$ cat config.mk
export PLATFORM = sky130hd
export DESIGN_NAME = ucs_cmd_status
export DESIGN_NICKNAME = d
export VERILOG_FILES = /design/src/logic/ucs_pkg.sv /design/src/logic/ucs_soft_reset_seq.sv /design/src/logic/ucs_cmd_status.sv
export VERILOG_INCLUDE_DIRS = /design/src /design/src/logic
export SDC_FILE = /design/constraint.sdc
export NUM_CORES = 1
export LEC_CHECK = 0
export ABC_AREA = 1
export BUFFER_PORTS_ARGS = -buffer_cell sky130_fd_sc_hd__buf_2
export CAP_MARGIN = 20
export CORE_ASPECT_RATIO = 1.4
export CORE_MARGIN = 8
export CORE_UTILIZATION = 35
export DETAILED_ROUTE_END_ITERATION = 10
export GPL_TIMING_DRIVEN = 1
export PLACE_DENSITY = 0.7
export SLEW_MARGIN = 20
export SYNTH_ARGS = -nofsm -noshare
export SYNTH_HDL_FRONTEND = slang
export SYNTH_HIERARCHICAL = 1
export SYNTH_SLANG_ARGS = --single-unit
$ cat constraint.sdc
create_clock -name I_SYS_CLK -period 1.9 [get_ports I_SYS_CLK]
set_clock_uncertainty 0.2 [all_clocks]
set_input_delay 0.095 -clock I_SYS_CLK [delete_from_list [all_inputs] [get_ports I_SYS_CLK]]
set_output_delay 0.095 -clock I_SYS_CLK [all_outputs]
set_load 0.05 [all_outputs]
$ cat src/logic/ucs_map.svh
// offsets, field positions, reset values and timing counts of the command status block
`ifndef UCS_MAP_SVH
`define UCS_MAP_SVH

// ----------------------------------------
// register map
// ----------------------------------------
`define UCS_CS_OFFSET 8'h08
`define UCS_CS_RESET 32'h00000000
`define UCS_SOC_RESET 2'h0

// ----------------------------------------
// field positions of command_status
// ----------------------------------------
`define UCS_HCR_BIT 0
`define UCS_CLF_BIT 1
`define UCS_BLF_BIT 2
`define UCS_OCR_BIT 3
`define UCS_SOC_LO 16
`define UCS_SOC_HI 17

// ----------------------------------------
// timing
// ----------------------------------------
`define UCS_CLK_MHZ 20
`define UCS_SR_TIME_US 10
// longest time rounds down to whole cycles
`define UCS_SR_CYCLES (`UCS_SR_TIME_US * `UCS_CLK_MHZ)
// cycles spent around the hold count: start capture and bit clear
`define UCS_SR_LEAD 2

`endif

$ cat src/logic/ucs_pkg.sv
// types shared by the command status block
package ucs_pkg;

	// ----------------------------------------
	// register access request
	// ----------------------------------------
	typedef struct packed {
		logic rd;
		logic wr;
		logic [7:0] addr;
		logic [31:0] wdata;
	} ucs_reg_req_t;

	// ----------------------------------------
	// list engine events, one set per list
	// ----------------------------------------
	typedef struct packed {
		logic start;
		logic td_found;
	} ucs_list_evt_t;

	// soft reset sequencer states
	typedef enum logic [0:0] {
		UCS_SR_IDLE,
		UCS_SR_HOLD
	} ucs_sr_state_t;

endpackage

$ cat src/logic/ucs_soft_reset_seq.sv
// soft reset hold timer: busy for a fixed count, then one done pulse
`timescale 1ns/1ns
`include "ucs_map.svh"

module ucs_soft_reset_seq
	import ucs_pkg::*;
#(
	parameter int unsigned HOLD_CYCLES = `UCS_SR_CYCLES - `UCS_SR_LEAD
) (
	input wire logic i_clk,
	input wire logic i_rst_b,
	input wire logic i_start,
	output logic o_busy,
	output logic o_done
);

	localparam int unsigned CW = $clog2(HOLD_CYCLES + 1);
	localparam logic [CW-1:0] LAST = CW'(HOLD_CYCLES - 1);

	ucs_sr_state_t state_ff;
	logic [CW-1:0] cnt_ff;
	logic done_ff;

	// ----------------------------------------
	// state and counter
	// ----------------------------------------
	always_ff @(posedge i_clk) begin
		if (!i_rst_b) begin
			state_ff <= UCS_SR_IDLE;
			cnt_ff <= '0;
		end else if (i_start) begin
			state_ff <= UCS_SR_HOLD; // a new request restarts the hold
			cnt_ff <= '0;
		end else begin
			unique case (state_ff)
				UCS_SR_IDLE: begin
					cnt_ff <= '0;
				end
				UCS_SR_HOLD: begin
					if (cnt_ff == LAST) begin
						state_ff <= UCS_SR_IDLE;
					end
					cnt_ff <= cnt_ff + CW'(1);
				end
			endcase
		end
	end

	// one-cycle completion pulse
	always_ff @(posedge i_clk) begin
		if (!i_rst_b) begin
			done_ff <= 1'b0;
		end else begin
			done_ff <= (state_ff == UCS_SR_HOLD) && (cnt_ff == LAST) && !i_start;
		end
	end

	assign o_busy = (state_ff == UCS_SR_HOLD);
	assign o_done = done_ff;

endmodule

$ cat src/logic/ucs_cmd_status.sv
// command_status register of the host controller with its hardware handshakes
`timescale 1ns/1ns
`include "ucs_map.svh"

module ucs_cmd_status
	import ucs_pkg::*;
#(
	parameter bit SMI_PRESENT = 1'b1,
	parameter int unsigned SR_HOLD_CYCLES = `UCS_SR_CYCLES - `UCS_SR_LEAD
) (
	input wire logic I_SYS_CLK,
	input wire logic I_RST_B,
	input wire ucs_reg_req_t I_REG_REQ,
	input wire ucs_list_evt_t [1:0] I_LIST_EVT,
	input wire logic I_OVERRUN,
	input wire logic I_OWNER_CHANGED,
	input wire logic I_OC_UNMASKED,
	output logic [31:0] O_REG_RDATA,
	output logic O_REG_RVALID,
	output logic [1:0] O_LIST_FILLED,
	output logic [1:0] O_LIST_GO,
	output logic [1:0] O_LIST_SKIP,
	output logic O_OWN_REQ,
	output logic [1:0] O_SOC,
	output logic O_SO_SET,
	output logic O_OC_SET,
	output logic O_SMI_REQ,
	output logic O_SOFT_RESET,
	output logic O_ENTER_SUSPEND,
	output logic O_HOST_BUS_HOLD
);

	// ----------------------------------------
	// decode
	// ----------------------------------------
	logic wr_hit;
	logic rd_hit;
	logic [31:0] wdata;
	logic sr_start;
	logic sr_busy;
	logic sr_done;
	logic own_set;

	// access hits only the command_status offset
	assign wr_hit = I_REG_REQ.wr && (I_REG_REQ.addr == `UCS_CS_OFFSET);
	assign rd_hit = I_REG_REQ.rd && (I_REG_REQ.addr == `UCS_CS_OFFSET);
	assign wdata = I_REG_REQ.wdata;
	assign own_set = wr_hit && wdata[`UCS_OCR_BIT];

	// ----------------------------------------
	// soft reset
	// ----------------------------------------
	logic hcr_ff;
	logic nxt_hcr;
	logic susp_ff;
	logic hold_ff;

	// a start is taken when idle or in the cycle the previous one completes
	assign sr_start = wr_hit && wdata[`UCS_HCR_BIT] && (!hcr_ff || sr_done);

	ucs_soft_reset_seq #(
		.HOLD_CYCLES(SR_HOLD_CYCLES)
	) u_sr_seq (
		.i_clk(I_SYS_CLK),
		.i_rst_b(I_RST_B),
		.i_start(sr_start),
		.o_busy(sr_busy),
		.o_done(sr_done)
	);

	// set by software, cleared by the hold timer; a fresh set wins
	always_comb begin
		nxt_hcr = hcr_ff;
		if (sr_done) begin
			nxt_hcr = 1'b0;
		end
		if (sr_start) begin
			nxt_hcr = 1'b1;
		end
	end

	always_ff @(posedge I_SYS_CLK) begin
		if (!I_RST_B) begin
			hcr_ff <= 1'b0;
		end else begin
			hcr_ff <= nxt_hcr;
		end
	end

	// suspend entry pulse once per reset request
	always_ff @(posedge I_SYS_CLK) begin
		if (!I_RST_B) begin
			susp_ff <= 1'b0;
		end else begin
			susp_ff <= sr_start;
		end
	end

	// host bus accesses blocked for the whole reset
	always_ff @(posedge I_SYS_CLK) begin
		if (!I_RST_B) begin
			hold_ff <= 1'b0;
		end else begin
			hold_ff <= nxt_hcr;
		end
	end

	// operational registers only; routing, root hub and ports untouched
	assign O_SOFT_RESET = hcr_ff;
	assign O_ENTER_SUSPEND = susp_ff;
	assign O_HOST_BUS_HOLD = hold_ff;

	// ----------------------------------------
	// ownership change
	// ----------------------------------------
	logic own_ff;
	logic oc_ff;
	logic smi_ff;

	// request stays until the changeover; a new write wins over it
	always_ff @(posedge I_SYS_CLK) begin
		if (!I_RST_B) begin
			own_ff <= 1'b0;
		end else if (own_set) begin
			own_ff <= 1'b1;
		end else if (I_OWNER_CHANGED) begin
			own_ff <= 1'b0;
		end
	end

	// flag pulse into interrupt_status, forced low without the pin
	always_ff @(posedge I_SYS_CLK) begin
		if (!I_RST_B) begin
			oc_ff <= 1'b0;
		end else begin
			oc_ff <= own_set && SMI_PRESENT;
		end
	end

	// management interrupt raised in the same step as the flag
	always_ff @(posedge I_SYS_CLK) begin
		if (!I_RST_B) begin
			smi_ff <= 1'b0;
		end else begin
			smi_ff <= own_set && SMI_PRESENT && I_OC_UNMASKED;
		end
	end

	assign O_OWN_REQ = own_ff;
	assign O_OC_SET = oc_ff;
	assign O_SMI_REQ = smi_ff;

	// ----------------------------------------
	// scheduling overrun count
	// ----------------------------------------
	logic [1:0] soc_ff;
	logic so_ff;

	// counts overruns and wraps; cleared by a soft reset start, which also drops an overrun in the same cycle
	always_ff @(posedge I_SYS_CLK) begin
		if (!I_RST_B) begin
			soc_ff <= `UCS_SOC_RESET;
		end else if (sr_start) begin
			soc_ff <= `UCS_SOC_RESET;
		end else if (I_OVERRUN) begin
			soc_ff <= soc_ff + 2'h1;
		end
	end

	// overrun flag pulse into interrupt_status
	always_ff @(posedge I_SYS_CLK) begin
		if (!I_RST_B) begin
			so_ff <= 1'b0;
		end else begin
			so_ff <= I_OVERRUN;
		end
	end

	assign O_SOC = soc_ff;
	assign O_SO_SET = so_ff;

	// ----------------------------------------
	// list filled bits: 0 control, 1 bulk
	// ----------------------------------------
	genvar k;
	generate
		for (k = 0; k < 2; k++) begin : g_list
			logic filled_ff;
			logic nxt_filled;
			logic go_ff;
			logic skip_ff;
			logic sw_set;

			assign sw_set = wr_hit && wdata[`UCS_CLF_BIT + k];

			// soft reset, engine clear, engine refill, then software set
			always_comb begin
				nxt_filled = filled_ff;
				if (sr_start) begin
					nxt_filled = 1'b0;
				end
				if (I_LIST_EVT[k].start && filled_ff && !hcr_ff) begin
					nxt_filled = 1'b0;
				end
				if (I_LIST_EVT[k].td_found) begin
					nxt_filled = 1'b1;
				end
				if (sw_set) begin
					nxt_filled = 1'b1;
				end
			end

			always_ff @(posedge I_SYS_CLK) begin
				if (!I_RST_B) begin
					filled_ff <= 1'b0;
				end else begin
					filled_ff <= nxt_filled;
				end
			end

			// answer to a list start: process or skip, none during reset
			always_ff @(posedge I_SYS_CLK) begin
				if (!I_RST_B) begin
					go_ff <= 1'b0;
					skip_ff <= 1'b0;
				end else begin
					go_ff <= I_LIST_EVT[k].start && filled_ff && !hcr_ff;
					skip_ff <= I_LIST_EVT[k].start && !filled_ff && !hcr_ff;
				end
			end

			assign O_LIST_FILLED[k] = filled_ff;
			assign O_LIST_GO[k] = go_ff;
			assign O_LIST_SKIP[k] = skip_ff;

			a_list_skip: assert property (
				@(posedge I_SYS_CLK) disable iff (!I_RST_B)
				I_LIST_EVT[k].start && !filled_ff && !hcr_ff
				|=> O_LIST_SKIP[k] && !O_LIST_GO[k]
			) else $error("empty list start did not skip");

			a_list_clear: assert property (
				@(posedge I_SYS_CLK) disable iff (!I_RST_B)
				I_LIST_EVT[k].start && filled_ff && !hcr_ff && !sw_set
				&& !I_LIST_EVT[k].td_found
				|=> O_LIST_GO[k] && !O_LIST_FILLED[k]
			) else $error("filled list start did not process and clear");

			a_list_refill: assert property (
				@(posedge I_SYS_CLK) disable iff (!I_RST_B)
				I_LIST_EVT[k].td_found |=> O_LIST_FILLED[k]
			) else $error("found descriptor did not refill list bit");
		end
	endgenerate

	// ----------------------------------------
	// read path
	// ----------------------------------------
	logic [31:0] rdata_ff;
	logic rvalid_ff;
	logic [31:0] cs_value;

	// reserved bits are not stored and read as zero
	always_comb begin
		cs_value = `UCS_CS_RESET;
		cs_value[`UCS_HCR_BIT] = hcr_ff;
		cs_value[`UCS_CLF_BIT] = g_list[0].filled_ff;
		cs_value[`UCS_BLF_BIT] = g_list[1].filled_ff;
		cs_value[`UCS_OCR_BIT] = own_ff;
		cs_value[`UCS_SOC_HI:`UCS_SOC_LO] = soc_ff;
	end

	// read answer one cycle after the request; other offsets read zero
	always_ff @(posedge I_SYS_CLK) begin
		if (!I_RST_B) begin
			rdata_ff <= `UCS_CS_RESET;
			rvalid_ff <= 1'b0;
		end else begin
			rdata_ff <= rd_hit ? cs_value : `UCS_CS_RESET;
			rvalid_ff <= I_REG_REQ.rd;
		end
	end

	assign O_REG_RDATA = rdata_ff;
	assign O_REG_RVALID = rvalid_ff;

	// ----------------------------------------
	// checks
	// ----------------------------------------
	a_write_sets: assert property (
		@(posedge I_SYS_CLK) disable iff (!I_RST_B)
		wr_hit && wdata[`UCS_BLF_BIT] |=> O_LIST_FILLED[1]
	) else $error("written one did not set bulk filled");

	a_write_keeps: assert property (
		@(posedge I_SYS_CLK) disable iff (!I_RST_B)
		wr_hit && !wdata[`UCS_OCR_BIT] && O_OWN_REQ && !I_OWNER_CHANGED |=> O_OWN_REQ
	) else $error("written zero disturbed ownership request");

	a_read_value: assert property (
		@(posedge I_SYS_CLK) disable iff (!I_RST_B)
		rd_hit |=> O_REG_RVALID
		&& O_REG_RDATA[`UCS_SOC_HI:`UCS_SOC_LO] == $past(soc_ff)
		&& O_REG_RDATA[`UCS_OCR_BIT] == $past(own_ff)
		&& O_REG_RDATA[`UCS_HCR_BIT] == $past(hcr_ff)
	) else $error("read data does not match register state");

	a_soc_count: assert property (
		@(posedge I_SYS_CLK) disable iff (!I_RST_B)
		I_OVERRUN && !sr_start |=> O_SOC == 2'($past(soc_ff) + 2'h1)
	) else $error("overrun counter did not step and wrap");

	a_soc_start: assert property (
		@(posedge I_SYS_CLK) disable iff (!I_RST_B)
		$past(!I_RST_B) |-> O_SOC == `UCS_SOC_RESET
	) else $error("overrun counter not zero after reset");

	a_so_flag: assert property (
		@(posedge I_SYS_CLK) disable iff (!I_RST_B)
		I_OVERRUN |=> O_SO_SET ##1 (O_SO_SET == $past(I_OVERRUN))
	) else $error("overrun flag pulse missing");

	a_soc_hold: assert property (
		@(posedge I_SYS_CLK) disable iff (!I_RST_B)
		!I_OVERRUN && !sr_start |=> O_SOC == $past(soc_ff)
	) else $error("overrun counter moved without overrun");

	a_oc_flag: assert property (
		@(posedge I_SYS_CLK) disable iff (!I_RST_B)
		own_set |=> O_OWN_REQ && (O_OC_SET == SMI_PRESENT)
	) else $error("ownership request did not raise flag");

	a_own_clear: assert property (
		@(posedge I_SYS_CLK) disable iff (!I_RST_B)
		I_OWNER_CHANGED && !own_set ##1 !own_set |=> !O_OWN_REQ
	) else $error("ownership request not cleared after changeover");

	a_smi_raise: assert property (
		@(posedge I_SYS_CLK) disable iff (!I_RST_B)
		O_SMI_REQ |-> O_OC_SET && SMI_PRESENT && $past(I_OC_UNMASKED)
	) else $error("management interrupt without unmasked ownership change");

	a_sr_suspend: assert property (
		@(posedge I_SYS_CLK) disable iff (!I_RST_B)
		sr_start |=> O_ENTER_SUSPEND && O_SOFT_RESET && O_HOST_BUS_HOLD
	) else $error("soft reset did not enter suspend");

	a_sr_no_bus: assert property (
		@(posedge I_SYS_CLK) disable iff (!I_RST_B)
		O_SOFT_RESET |=> O_LIST_GO == 2'h0
	) else $error("list processed during soft reset");

	a_sr_bound: assert property (
		@(posedge I_SYS_CLK) disable iff (!I_RST_B)
		$rose(O_SOFT_RESET) |-> ##[1:199] (!O_SOFT_RESET || sr_start)
	) else $error("soft reset exceeded its time limit");

endmodule

==> summary.md, run 1 <==
| Metric | Value |
|---|---|
| Status | `complete, no violations` |
| Gp weighted congestion | `0.771` |
| Crit. path cell count | `5` |
| Post-CTS setup buffer count | `0` |
| Setup TNS | `0 ns` |
| CP bufs+invs | `2` |
| Design internal power | `1.01 mW` |
| Root Buffer | `clkbuf_8` |
| Share of cells above drive strength 1 | `26.3%` |
| Crit path max fanout | `5` |
| Critical Path Max Stage Delay | `0.59 ns` |
| Hold Vio Cnt, Final | `0` |
| Nets@finish | `slightly below 300` |
| DR iter-0 viols | `27` |
| Switch share | `between 20% and 30%` |
| Fmax | `546 MHz` |
| GRT overflow | `0` |
| Core ar. | `3920 um^2` |
| Fin. max-slew vios | `0` |
| Post-Synthesis Cells | `179` |
| Number of distinct library cells after synthesis | `25` |
| Clock Path Buffers | `2` |
| Logic pwr share | `18.1%` |
| Starting Density | `36.3%` |
| Initial antenna violation count | `0` |
| Clock Power Share | `between 30% and 40%` |
| Mapped Area | `1420 um^2` |
| First-pass GRT wire length | `roughly 5000 um` |
| Total CTS buffers | `5` |
| Crit-path cells | `inv_2 -> or2_4 -> nand4_4 -> dlygate4sd3_1 -> a21oi_1` |
| CP Launch Type | `flop` |
| Area Growth Syn to Fin | `27.8%` |
| Most common cell after layout, fill and taps aside | `buf_2` |
| H-tree levels | `2` |
| CTS tree | `built` |
| Setup CP Type | `reg2reg` |
| Commonest non-fill, non-tap cells in the layout | `43 x buf_2, 31 x dfxtp_1, 31 x nand2_1, 26 x conb_1, 25 x nor2_1` |
| RSZ-0062 raised after global routing | `no` |
| Largest net degree at the start of global routing | `12` |
| Die area | `6390 um^2` |
| DR WL/cell | `10.5 um` |
| CP top delay family | `buffers and inverters` |
| P_sw | `between 0.4 and 0.5 mW` |
| I/O pins | `99` |
| Final min period | `1.83 ns` |
| Post-Route WL | `between 2000 and 3000 um` |
| Maximum VDD drop | `614 uV` |
| PortBufs | `44` |
| Maxcap violations | `0` |
| Final setup viols | `0` |
| Clk sinks | `31` |
| Data required, critical path | `1.86 ns` |
| HP Class | `in2reg` |
| Clock Latency Late Sink | `0.28 ns` |
| Seq/Total Area, Yosys | `43.6%` |
| Via count | `1179` |
| Critical path data arrival time | `1.79 ns` |
| Die extent in y | `91.4 um` |
| R2R cell count | `5` |
| CTS clk-pin slew, worst paths | `0.06 ns` |
| Seq pwr share | `a little under half` |
| Crit. End Element | `flop` |
| Placed inst area | `1540 um^2` |
| Final worst slack | `0.0699 ns` |
| YS warnings | `6` |
| Flops & latches, synth | `31` |
| PD cells | `~800 nW/um^2` |
| Slowest cell on the critical path | `dlygate4sd3_1` |
| Final instance area | `1820 um^2` |
| Lkg Pwr | `between 0.8 and 0.9 nW` |
| Drt drc | `0` |
| Row count | `27` |
| Vias in the first global route | `1232` |
| N_diodes | `0` |
| Worst slack, placed | `0.267 ns` |
| DR vias/cell | `roughly 4.2` |
| Die Wd | `69.9 um` |
| Total track usage | `9.48%` |
| Post-route ant nets | `0` |
| Syn Area/Cell | `7.95 um^2` |
| Final worst path period share | `96.3%` |
| Post-DP HPWL | `2210 um` |
| Worst Hold Path Cells | `4` |
| DR pass1 iterations | `4` |
| # fillers | `381` |
==> worst register-to-register path: stages, from the launching register on <==
cell           delay, ns
dfxtp_1             0.41
inv_2               0.09
or2_4               0.25
nand4_4             0.12
dlygate4sd3_1       0.59
a21oi_1             0.06
==> area by class of cell <==
cell class,instances,area [um^2],area share (%)
sequential,31,621,34.1
multi-input combinational,117,561,30.8
timing repair buffer,63,413,22.7
clock buffer,6,82.6,4.54
inverter,22,82.6,4.54
tap,43,53.8,2.96
clock inverter,1,5.00,0.275
==> timing repair <==
item | CTS | global route
hold buffers | 19 | 0
hold endpoints to repair | 16 | 0
gates resized for setup | 0 | 1
endpoints found under the setup margin | 0 | 2
==> synthesized netlist by cell type <==
cell type | count | share of area [%]
nand4_4 | 1 | 1.5
buf_4 | 33 | 17
inv_2 | 2 | 0.53
ha_1 | 2 | 1.8
a21oi_1 | 6 | 2.1
nand2_2 | 2 | 0.88
o21ai_0 | 1 | 0.35
buf_2 | 1 | 0.35
nor3b_2 | 1 | 0.88
conb_1 | 1 | 0.26
xnor2_1 | 1 | 0.62
nor3b_1 | 1 | 0.53
nor2_2 | 3 | 1.3
nor3_1 | 2 | 0.70
dfxtp_1 | 31 | 44
inv_1 | 20 | 5.3
o31ai_1 | 1 | 0.53
nor4_1 | 2 | 0.88
nor2_4 | 2 | 1.6
nand3_1 | 7 | 2.5
xor2_1 | 1 | 0.62
or2_4 | 1 | 0.62
nor2_1 | 25 | 6.6
nand4_1 | 1 | 0.44
nand2_1 | 31 | 8.2
==> kinds of logic after synthesis <==
group	count (synthesis)	synth area share (%)
adder cells (fa/ha/maj)	2	1.76
other	1	0.264
buffers and inverters	56	23.6
flip-flops	31	43.6
AND/OR/NAND/NOR	79	26.6
XOR/XNOR	2	1.23
AO/OA/AOI/OAI	8	2.99
==> power groups by stage <==
stage | Clock, mW | Sequential [mW] | Combinational (mW)
after floorplan | 0 | 0.708 | 0.220
after global placement | 0 | 0.685 | 0.232
after detailed placement | 0 | 0.686 | 0.233
after CTS | 0.521 | 0.672 | 0.257
after global routing | 0.546 | 0.673 | 0.275
final | 0.504 | 0.672 | 0.260
==> layer usage <==
| metal | wire (um) | up-vias | global-route usage [%] |
|---|---|---|---|
| met1 | 1110 | 512 | 8.06 |
| met4 | 73 | 0 | 6.05 |
| met2 | 1480 | 54 | 16.7 |
| li1 | - | 607 | - |
| met3 | 298 | 6 | 5.12 |
| met5 | 0 | - | 0 |
==> per-stage QoR <==
stage	utilization (%)	std cells	hold WS (ns)	total power [mW]
final	46.4	283	0.0187	1.44
after global placement	39.2	257	0.0964	0.918
after detailed placement	39.2	257	0.0950	0.919
after floorplan	-	204	-0.0115	0.927
after global routing	46.4	283	0.0379	1.49
after CTS	46.3	283	0.0135	1.45
==> flip-flops by register name (all words and copies together), names as in the netlist, 2 cells and up <==
| signal | flops |
|---|---|
| O_REG_RDATA | 6 |
| g_list.skip_ff | 2 |
| g_list.filled_ff | 2 |
| O_SOC | 2 |
| g_list.go_ff | 2 |
| u_sr_seq/cnt_ff | 8 |
==> path summary, 6_finish.rpt <==
kind | endpoint | startpoint | slack (ns)
setup / recovery | O_HOST_BUS_HOLD | O_HOST_BUS_HOLD | 0.07
hold / removal | g_list[1].filled_ff | I_REG_REQ[40] | 0.02
setup reg to reg | O_HOST_BUS_HOLD | O_HOST_BUS_HOLD | 0.07
hold reg to reg | g_list[1].skip_ff | g_list[1].filled_ff | 0.25
Note: power is estimated with default switching activity, not from simulation.
==> run 2: changes to the inputs <==
--- a/config.mk
+++ b/config.mk
@@ -11,10 +11,10 @@
 export CAP_MARGIN = 20
 export CORE_ASPECT_RATIO = 1.4
 export CORE_MARGIN = 8
-export CORE_UTILIZATION = 35
+export CORE_UTILIZATION = 41
 export DETAILED_ROUTE_END_ITERATION = 10
 export GPL_TIMING_DRIVEN = 1
-export PLACE_DENSITY = 0.7
+export PLACE_DENSITY = 0.8
 export SLEW_MARGIN = 20
 export SYNTH_ARGS = -nofsm -noshare
 export SYNTH_HDL_FRONTEND = slang
==> run 2 against run 1 <==
Compared with the run above: sequential power about the same; fmax is 3.1% higher; final cell count is 0.71% lower; core utilization increased by 8.9 points; critical endpoint unchanged; power grew 11%; via count is 0.93% higher; clock power is 30% higher; setup slack improved by 0.055 ns; register-to-register slack improved by 0.05 ns.
==> summary.md, run 2 (same netlist as run 1, synthesis figures left out) <==
| Metric | Value |
|---|---|
| Placed Instances | `254` |
| Root Buffer | `clkbuf_8` |
| Final worst path period share | `93.4%` |
| Via count | `1190` |
| Crit. End Element | `flop` |
| Crit-path cells | `inv_2 -> or2_4 -> nand4_4 -> dlygate4sd3_1 -> a21oi_1` |
| HP Class | `in2reg` |
| Die area | `about 5600 um^2` |
| Fin. max-slew vios | `0` |
| Nets@finish | `293` |
| Total track usage | `11.6%` |
| Final std cells w/o fill | `281` |
| Critical Path Max Stage Delay | `approximately 0.6 ns` |
| I/O pins | `99` |
| Maxcap violations | `0` |
| Hold Vio Cnt, Final | `0` |
| Initial antenna violation count | `0` |
| R2R cell count | `5` |
| Die extent in y | `between 80 and 90 um` |
| Post-Route WL | `between 2000 and 3000 um` |
| Placed inst area | `1530 um^2` |
| GRT overflow | `0` |
| First-pass GRT wire length | `5190 um` |
| DR WL/cell | `approximately 11 um` |
| DR pass1 iterations | `4` |
| Crit path max fanout | `5` |
| Post-DP HPWL | `approximately 2300 um` |
| Core ar. | `3350 um^2` |
| PD cells | `859 nW/um^2` |
| Area Growth Syn to Fin | `30.1%` |
| RSZ-0062 raised after global routing | `no` |
| DR iter-0 viols | `56` |
| DR vias/cell | `4.23` |
| Starting Density | `42.5%` |
| Critical path data arrival time | `1.74 ns` |
| Largest net degree at the start of global routing | `12` |
| Drt drc | `0` |
| Final setup viols | `0` |
| Maximum VDD drop | `587 uV` |
| Vias in the first global route | `1251` |
| Max FFs per register | `8` |
| Row count | `25` |
| Worst Hold Path Cells | `6` |
| CTS clk-pin slew, worst paths | `~0.060 ns` |
| Biggest register | `u_sr_seq/cnt_ff` |
| Fmax | `roughly 560 MHz` |
| Commonest non-fill, non-tap cells in the layout | `43 x buf_2, 30 x dfxtp_1, 30 x nand2_1, 26 x conb_1, 24 x nor2_1` |
| Lkg Pwr | `0.910 nW` |
| Die Wd | `65.8 um` |
| N_diodes | `0` |
| Setup CP Type | `reg2reg` |
| Final min period | `1.78 ns` |
| Final instance area | `1850 um^2` |
| Share of cells above drive strength 1 | `around 28%` |
| H-tree levels | `2` |
| Post-CTS setup buffer count | `0` |
| Setup TNS | `0 ns` |
| Most common cell after layout, fill and taps aside | `buf_2` |
| Clk sinks | `31` |
| PortBufs | `44` |
| CP Launch Type | `flop` |
| CTS tree | `built` |
| Post-route ant nets | `0` |
| Status | `complete, no violations` |
| Clock Latency Late Sink | `0.28 ns` |
| Total CTS buffers | `5` |
| Clock Path Buffers | `2` |
| Gp weighted congestion | `about 0.72` |
| Data required, critical path | `1.86 ns` |
| CP top delay family | `buffers and inverters` |
| Crit. path cell count | `5` |
| Slowest cell on the critical path | `dlygate4sd3_1` |
| CP bufs+invs | `2` |
| Min Hold Slack | `0.0940 ns` |
-- run 2: cell count changes in the layout (fill, tap and decap cells not counted) --
cell,change
dfxtp_2,+1
nand2_2,+1
dfxtp_1,-1
nor2_2,+1
bufinv_16,+1
nor2_1,-1
nand2_1,-1
-- run 2: timing repair --
item	4_1_cts	5_1_grt
endpoints found under the setup margin	0	8
hold endpoints to repair	16	0
hold buffers	19	0
gates resized for setup	0	4
-- run 2: report_power, final --
group,switching [mW],leakage (nW),internal [mW]
registers,0.00778,0.252,0.664
logic,0.201,0.596,0.0600
clock network,0.233,0.0612,0.424
total,0.442,0.910,1.15
-- run 2: cell type report --
class	instances	area, um^2
fill	316	1500
sequential	31	622
multi-input combinational	117	566
timing repair buffer	63	413
clock buffer	6	82.6
inverter	22	82.6
tap	40	50.0
clock inverter	2	35.0
-- run 2: worst register-to-register path, cell delays in order, from the launching register on --
cell	delay, ns
dfxtp_2	0.37
inv_2	0.07
or2_4	0.24
nand4_4	0.12
dlygate4sd3_1	0.60
a21oi_1	0.07
-- run 2: final timing paths --
kind,start,endpoint,slack (ns)
setup / recovery,O_HOST_BUS_HOLD,O_HOST_BUS_HOLD,0.12
hold / removal,I_REG_REQ[34],O_OC_SET,0.09
setup reg to reg,O_HOST_BUS_HOLD,O_HOST_BUS_HOLD,0.12
hold reg to reg,g_list[0].filled_ff,g_list[0].skip_ff,0.25
-- run 2: routing by layer --
| layer | track usage [%] | vias to the layer above | routed length, um |
|---|---|---|---|
| met5 | 0 | - | 0 |
| met4 | 5.98 | 0 | 49 |
| met3 | 6.00 | 5 | 329 |
| met2 | 20.3 | 49 | 1520 |
| met1 | 10.3 | 529 | 1070 |
| li1 | - | 607 | - |
-- run 2: stage by stage --
| step | setup WS, ns | power (mW) | util [%] |
|---|---|---|---|
| 2_1_floorplan | 0.0535 | 0.927 | - |
| 3_3_place_gp | 0.318 | 0.917 | 45.8 |
| 3_5_place_dp | 0.292 | 0.919 | 45.8 |
| 4_1_cts | 0.0766 | 1.60 | 55.0 |
| 5_1_grt | 0.0420 | 1.65 | 55.3 |
| 6_report | 0.125 | 1.59 | 55.3 |
==> run 3: changes to the inputs <==
--- a/config.mk
+++ b/config.mk
@@ -10,7 +10,6 @@
 export BUFFER_PORTS_ARGS = -buffer_cell sky130_fd_sc_hd__buf_2
 export CAP_MARGIN = 20
 export CORE_ASPECT_RATIO = 1.4
-export CORE_MARGIN = 8
 export CORE_UTILIZATION = 41
 export DETAILED_ROUTE_END_ITERATION = 10
 export GPL_TIMING_DRIVEN = 1
==> constraint.sdc (replaced) <==
create_clock -name I_SYS_CLK -period 1.75 [get_ports I_SYS_CLK]
set_clock_uncertainty 0.2 [all_clocks]
set_input_delay 0.0875 -clock I_SYS_CLK [delete_from_list [all_inputs] [get_ports I_SYS_CLK]]
set_output_delay 0.0875 -clock I_SYS_CLK [all_outputs]
set_load 0.05 [all_outputs]
==> run 3 against run 2 <==
Compared with the run above: count of clock-buffer cells in the layout unchanged; core utilization increased by 1.8 points; global-route usage increased by 5.2 points; highest routed layer unchanged.
==> summary.md, run 3 (same netlist as run 1, synthesis figures left out) <==
| Metric | Value |
|---|---|
| PortBufs | `44` |
| H-tree levels | `2` |
| HP Class | `in2reg` |
| Post-route ant nets | `0` |
| First-pass GRT wire length | `roughly 4500 um` |
| Critical path data arrival time | `1.64 ns` |
| DR iter-0 viols | `25` |
| Slowest cell on the critical path | `dlygate4sd3_1` |
| Final setup viols | `0` |
| Placed inst area | `1530 um^2` |
| Largest net degree at the start of global routing | `10` |
| Data required, critical path | `1.73 ns` |
| RSZ-0062 raised after global routing | `no` |
| N_diodes | `0` |
| Setup CP Type | `in2reg` |
| Maximum VDD drop | `553 uV` |
| I/O pins | `99` |
| Starting Density | `~44%` |
| Final instance area | `1830 um^2` |
| CP startpoint | `I_RST_B` |
| Crit-path cells | `dlygate4sd3_1 -> clkbuf_4 -> nand2_1 -> dlygate4sd3_1 -> inv_2 -> nand2_4 -> nor2_1` |
| CTS tree | `built` |
| Hold Vio Cnt, Final | `0` |
| CP Launch Type | `primary input` |
| Total CTS buffers | `5` |
| DR vias/cell | `4.20` |
| Min Hold Slack | `0.0421 ns` |
| Core ar. | `between 3000 and 4000 um^2` |
| DR WL/cell | `9.71 um` |
| Critical Path Max Stage Delay | `0.58 ns` |
| Placed Instances | `253` |
| Die extent in y | `71.7 um` |
| Die area | `~3700 um^2` |
| Vias in the first global route | `1067` |
| Status | `complete, no violations` |
| Most common cell after layout, fill and taps aside | `buf_2` |
| Setup TNS | `0 ns` |
| Biggest register | `u_sr_seq/cnt_ff` |
| Clock Path Buffers | `2` |
| DR pass1 iterations | `3` |
| Final worst path period share | `95.0%` |
| Nets@finish | `294` |
| Area Growth Syn to Fin | `28.9%` |
| Initial antenna violation count | `0` |
| Row count | `24` |
| # fillers | `about 290` |
| Fin. max-slew vios | `0` |
| Crit path max fanout | `6` |
| Lkg Pwr | `0.910 nW` |
| Final std cells w/o fill | `280` |
| GRT overflow | `0` |
| Max FFs per register | `8` |
| Final min period | `1.66 ns` |
| CTS clk-pin slew, worst paths | `0.06 ns` |
| Worst r2r src | `O_HOST_BUS_HOLD` |
| Post-DP HPWL | `1810 um` |
| Root Buffer | `clkbuf_8` |
| Clock Latency Late Sink | `0.28 ns` |
| Share of cells above drive strength 1 | `27.8%` |
| Drt drc | `0` |
| Clk sinks | `31` |
| Via count | `1177` |
| Post-Route WL | `2720 um` |
| Maxcap violations | `0` |
| Crit. End Element | `flop` |
| PD cells | `860 nW/um^2` |
| Worst path most repeated cell | `dlygate4sd3_1` |
| Die Wd | `roughly 52 um` |
| Hold Path Origin | `I_REG_REQ[36]` |
| Fmax | `601 MHz` |
| Total track usage | `between 10% and 20%` |
| Gp weighted congestion | `0.791` |
| Commonest non-fill, non-tap cells in the layout | `43 x buf_2, 30 x dfxtp_1, 30 x nand2_1, 26 x conb_1, 24 x nor2_1` |
==> run 3: path summary, 6_finish.rpt <==
kind	endpoint	slack, ns	depth (start not counted)
hold reg to reg	g_list[1].skip_ff	0.25	1
setup / recovery	O_REG_RDATA[16]	0.09	7
setup reg to reg	u_sr_seq/cnt_ff[2]	0.20	7
hold / removal	O_REG_RDATA[3]	0.04	6
==> run 3: worst max-delay path, delay by kind of cell <==
| family | cells | cell delay, ns |
|---|---|---|
| buffers and inverters | 4 | 1.34 |
| AND/OR/NAND/NOR | 3 | 0.22 |
==> run 3: metrics by stage <==
step / total power, mW / utilization, % / setup slack, ns
final: 1.58 / 57.1 / 0.0868
after global routing: 1.65 / 57.1 / 0.00646
after CTS: 1.59 / 56.7 / 0.0472
after detailed placement: 0.997 / 47.7 / 0.218
after global placement: 0.994 / 47.7 / 0.214
after floorplan: 1.01 / - / 0.104
==> run 3: timing repair <==
item | in CTS | in global routing
setup endpoints to repair | 0 | 7
buffers inserted | 0 | 0
gates resized for setup | 0 | 5
endpoints found under the hold margin | 16 | 0
hold buffers | 20 | 0
==> run 3: area by class of cell <==
| cell class | count | area (um^2) | share of cell area [%] |
|---|---|---|---|
| Clock buffer | 6 | 82.6 | 4.50 |
| Clock inverter | 1 | 5.00 | 0.273 |
| Inverter | 22 | 82.6 | 4.50 |
| Multi-Input combinational cell | 117 | 571 | 31.1 |
| Sequential cell | 31 | 622 | 33.9 |
| Tap cell | 39 | 48.8 | 2.66 |
| Timing Repair Buffer | 64 | 423 | 23.1 |
==> run 3: power breakdown <==
group	switching, mW	internal (mW)	total [mW]	leakage (nW)
Sequential	0.00885	0.721	0.730	0.252
Combinational	0.219	0.0668	0.286	0.611
Clock	0.254	0.308	0.561	0.0470
Total	0.482	1.10	1.58	0.910
==> run 3: layer usage <==
metal | GRT usage [%] | routed length, um | part of all wire [%] | vias to the layer above
li1 | - | - | - | 611
met2 | 31.2 | 1540 | 56 | 47
met1 | 15.0 | 971 | 36 | 514
met4 | 9.31 | 49 | 1.8 | 0
met3 | 5.94 | 164 | 6.0 | 5
met5 | 0 | 0 | 0 | -
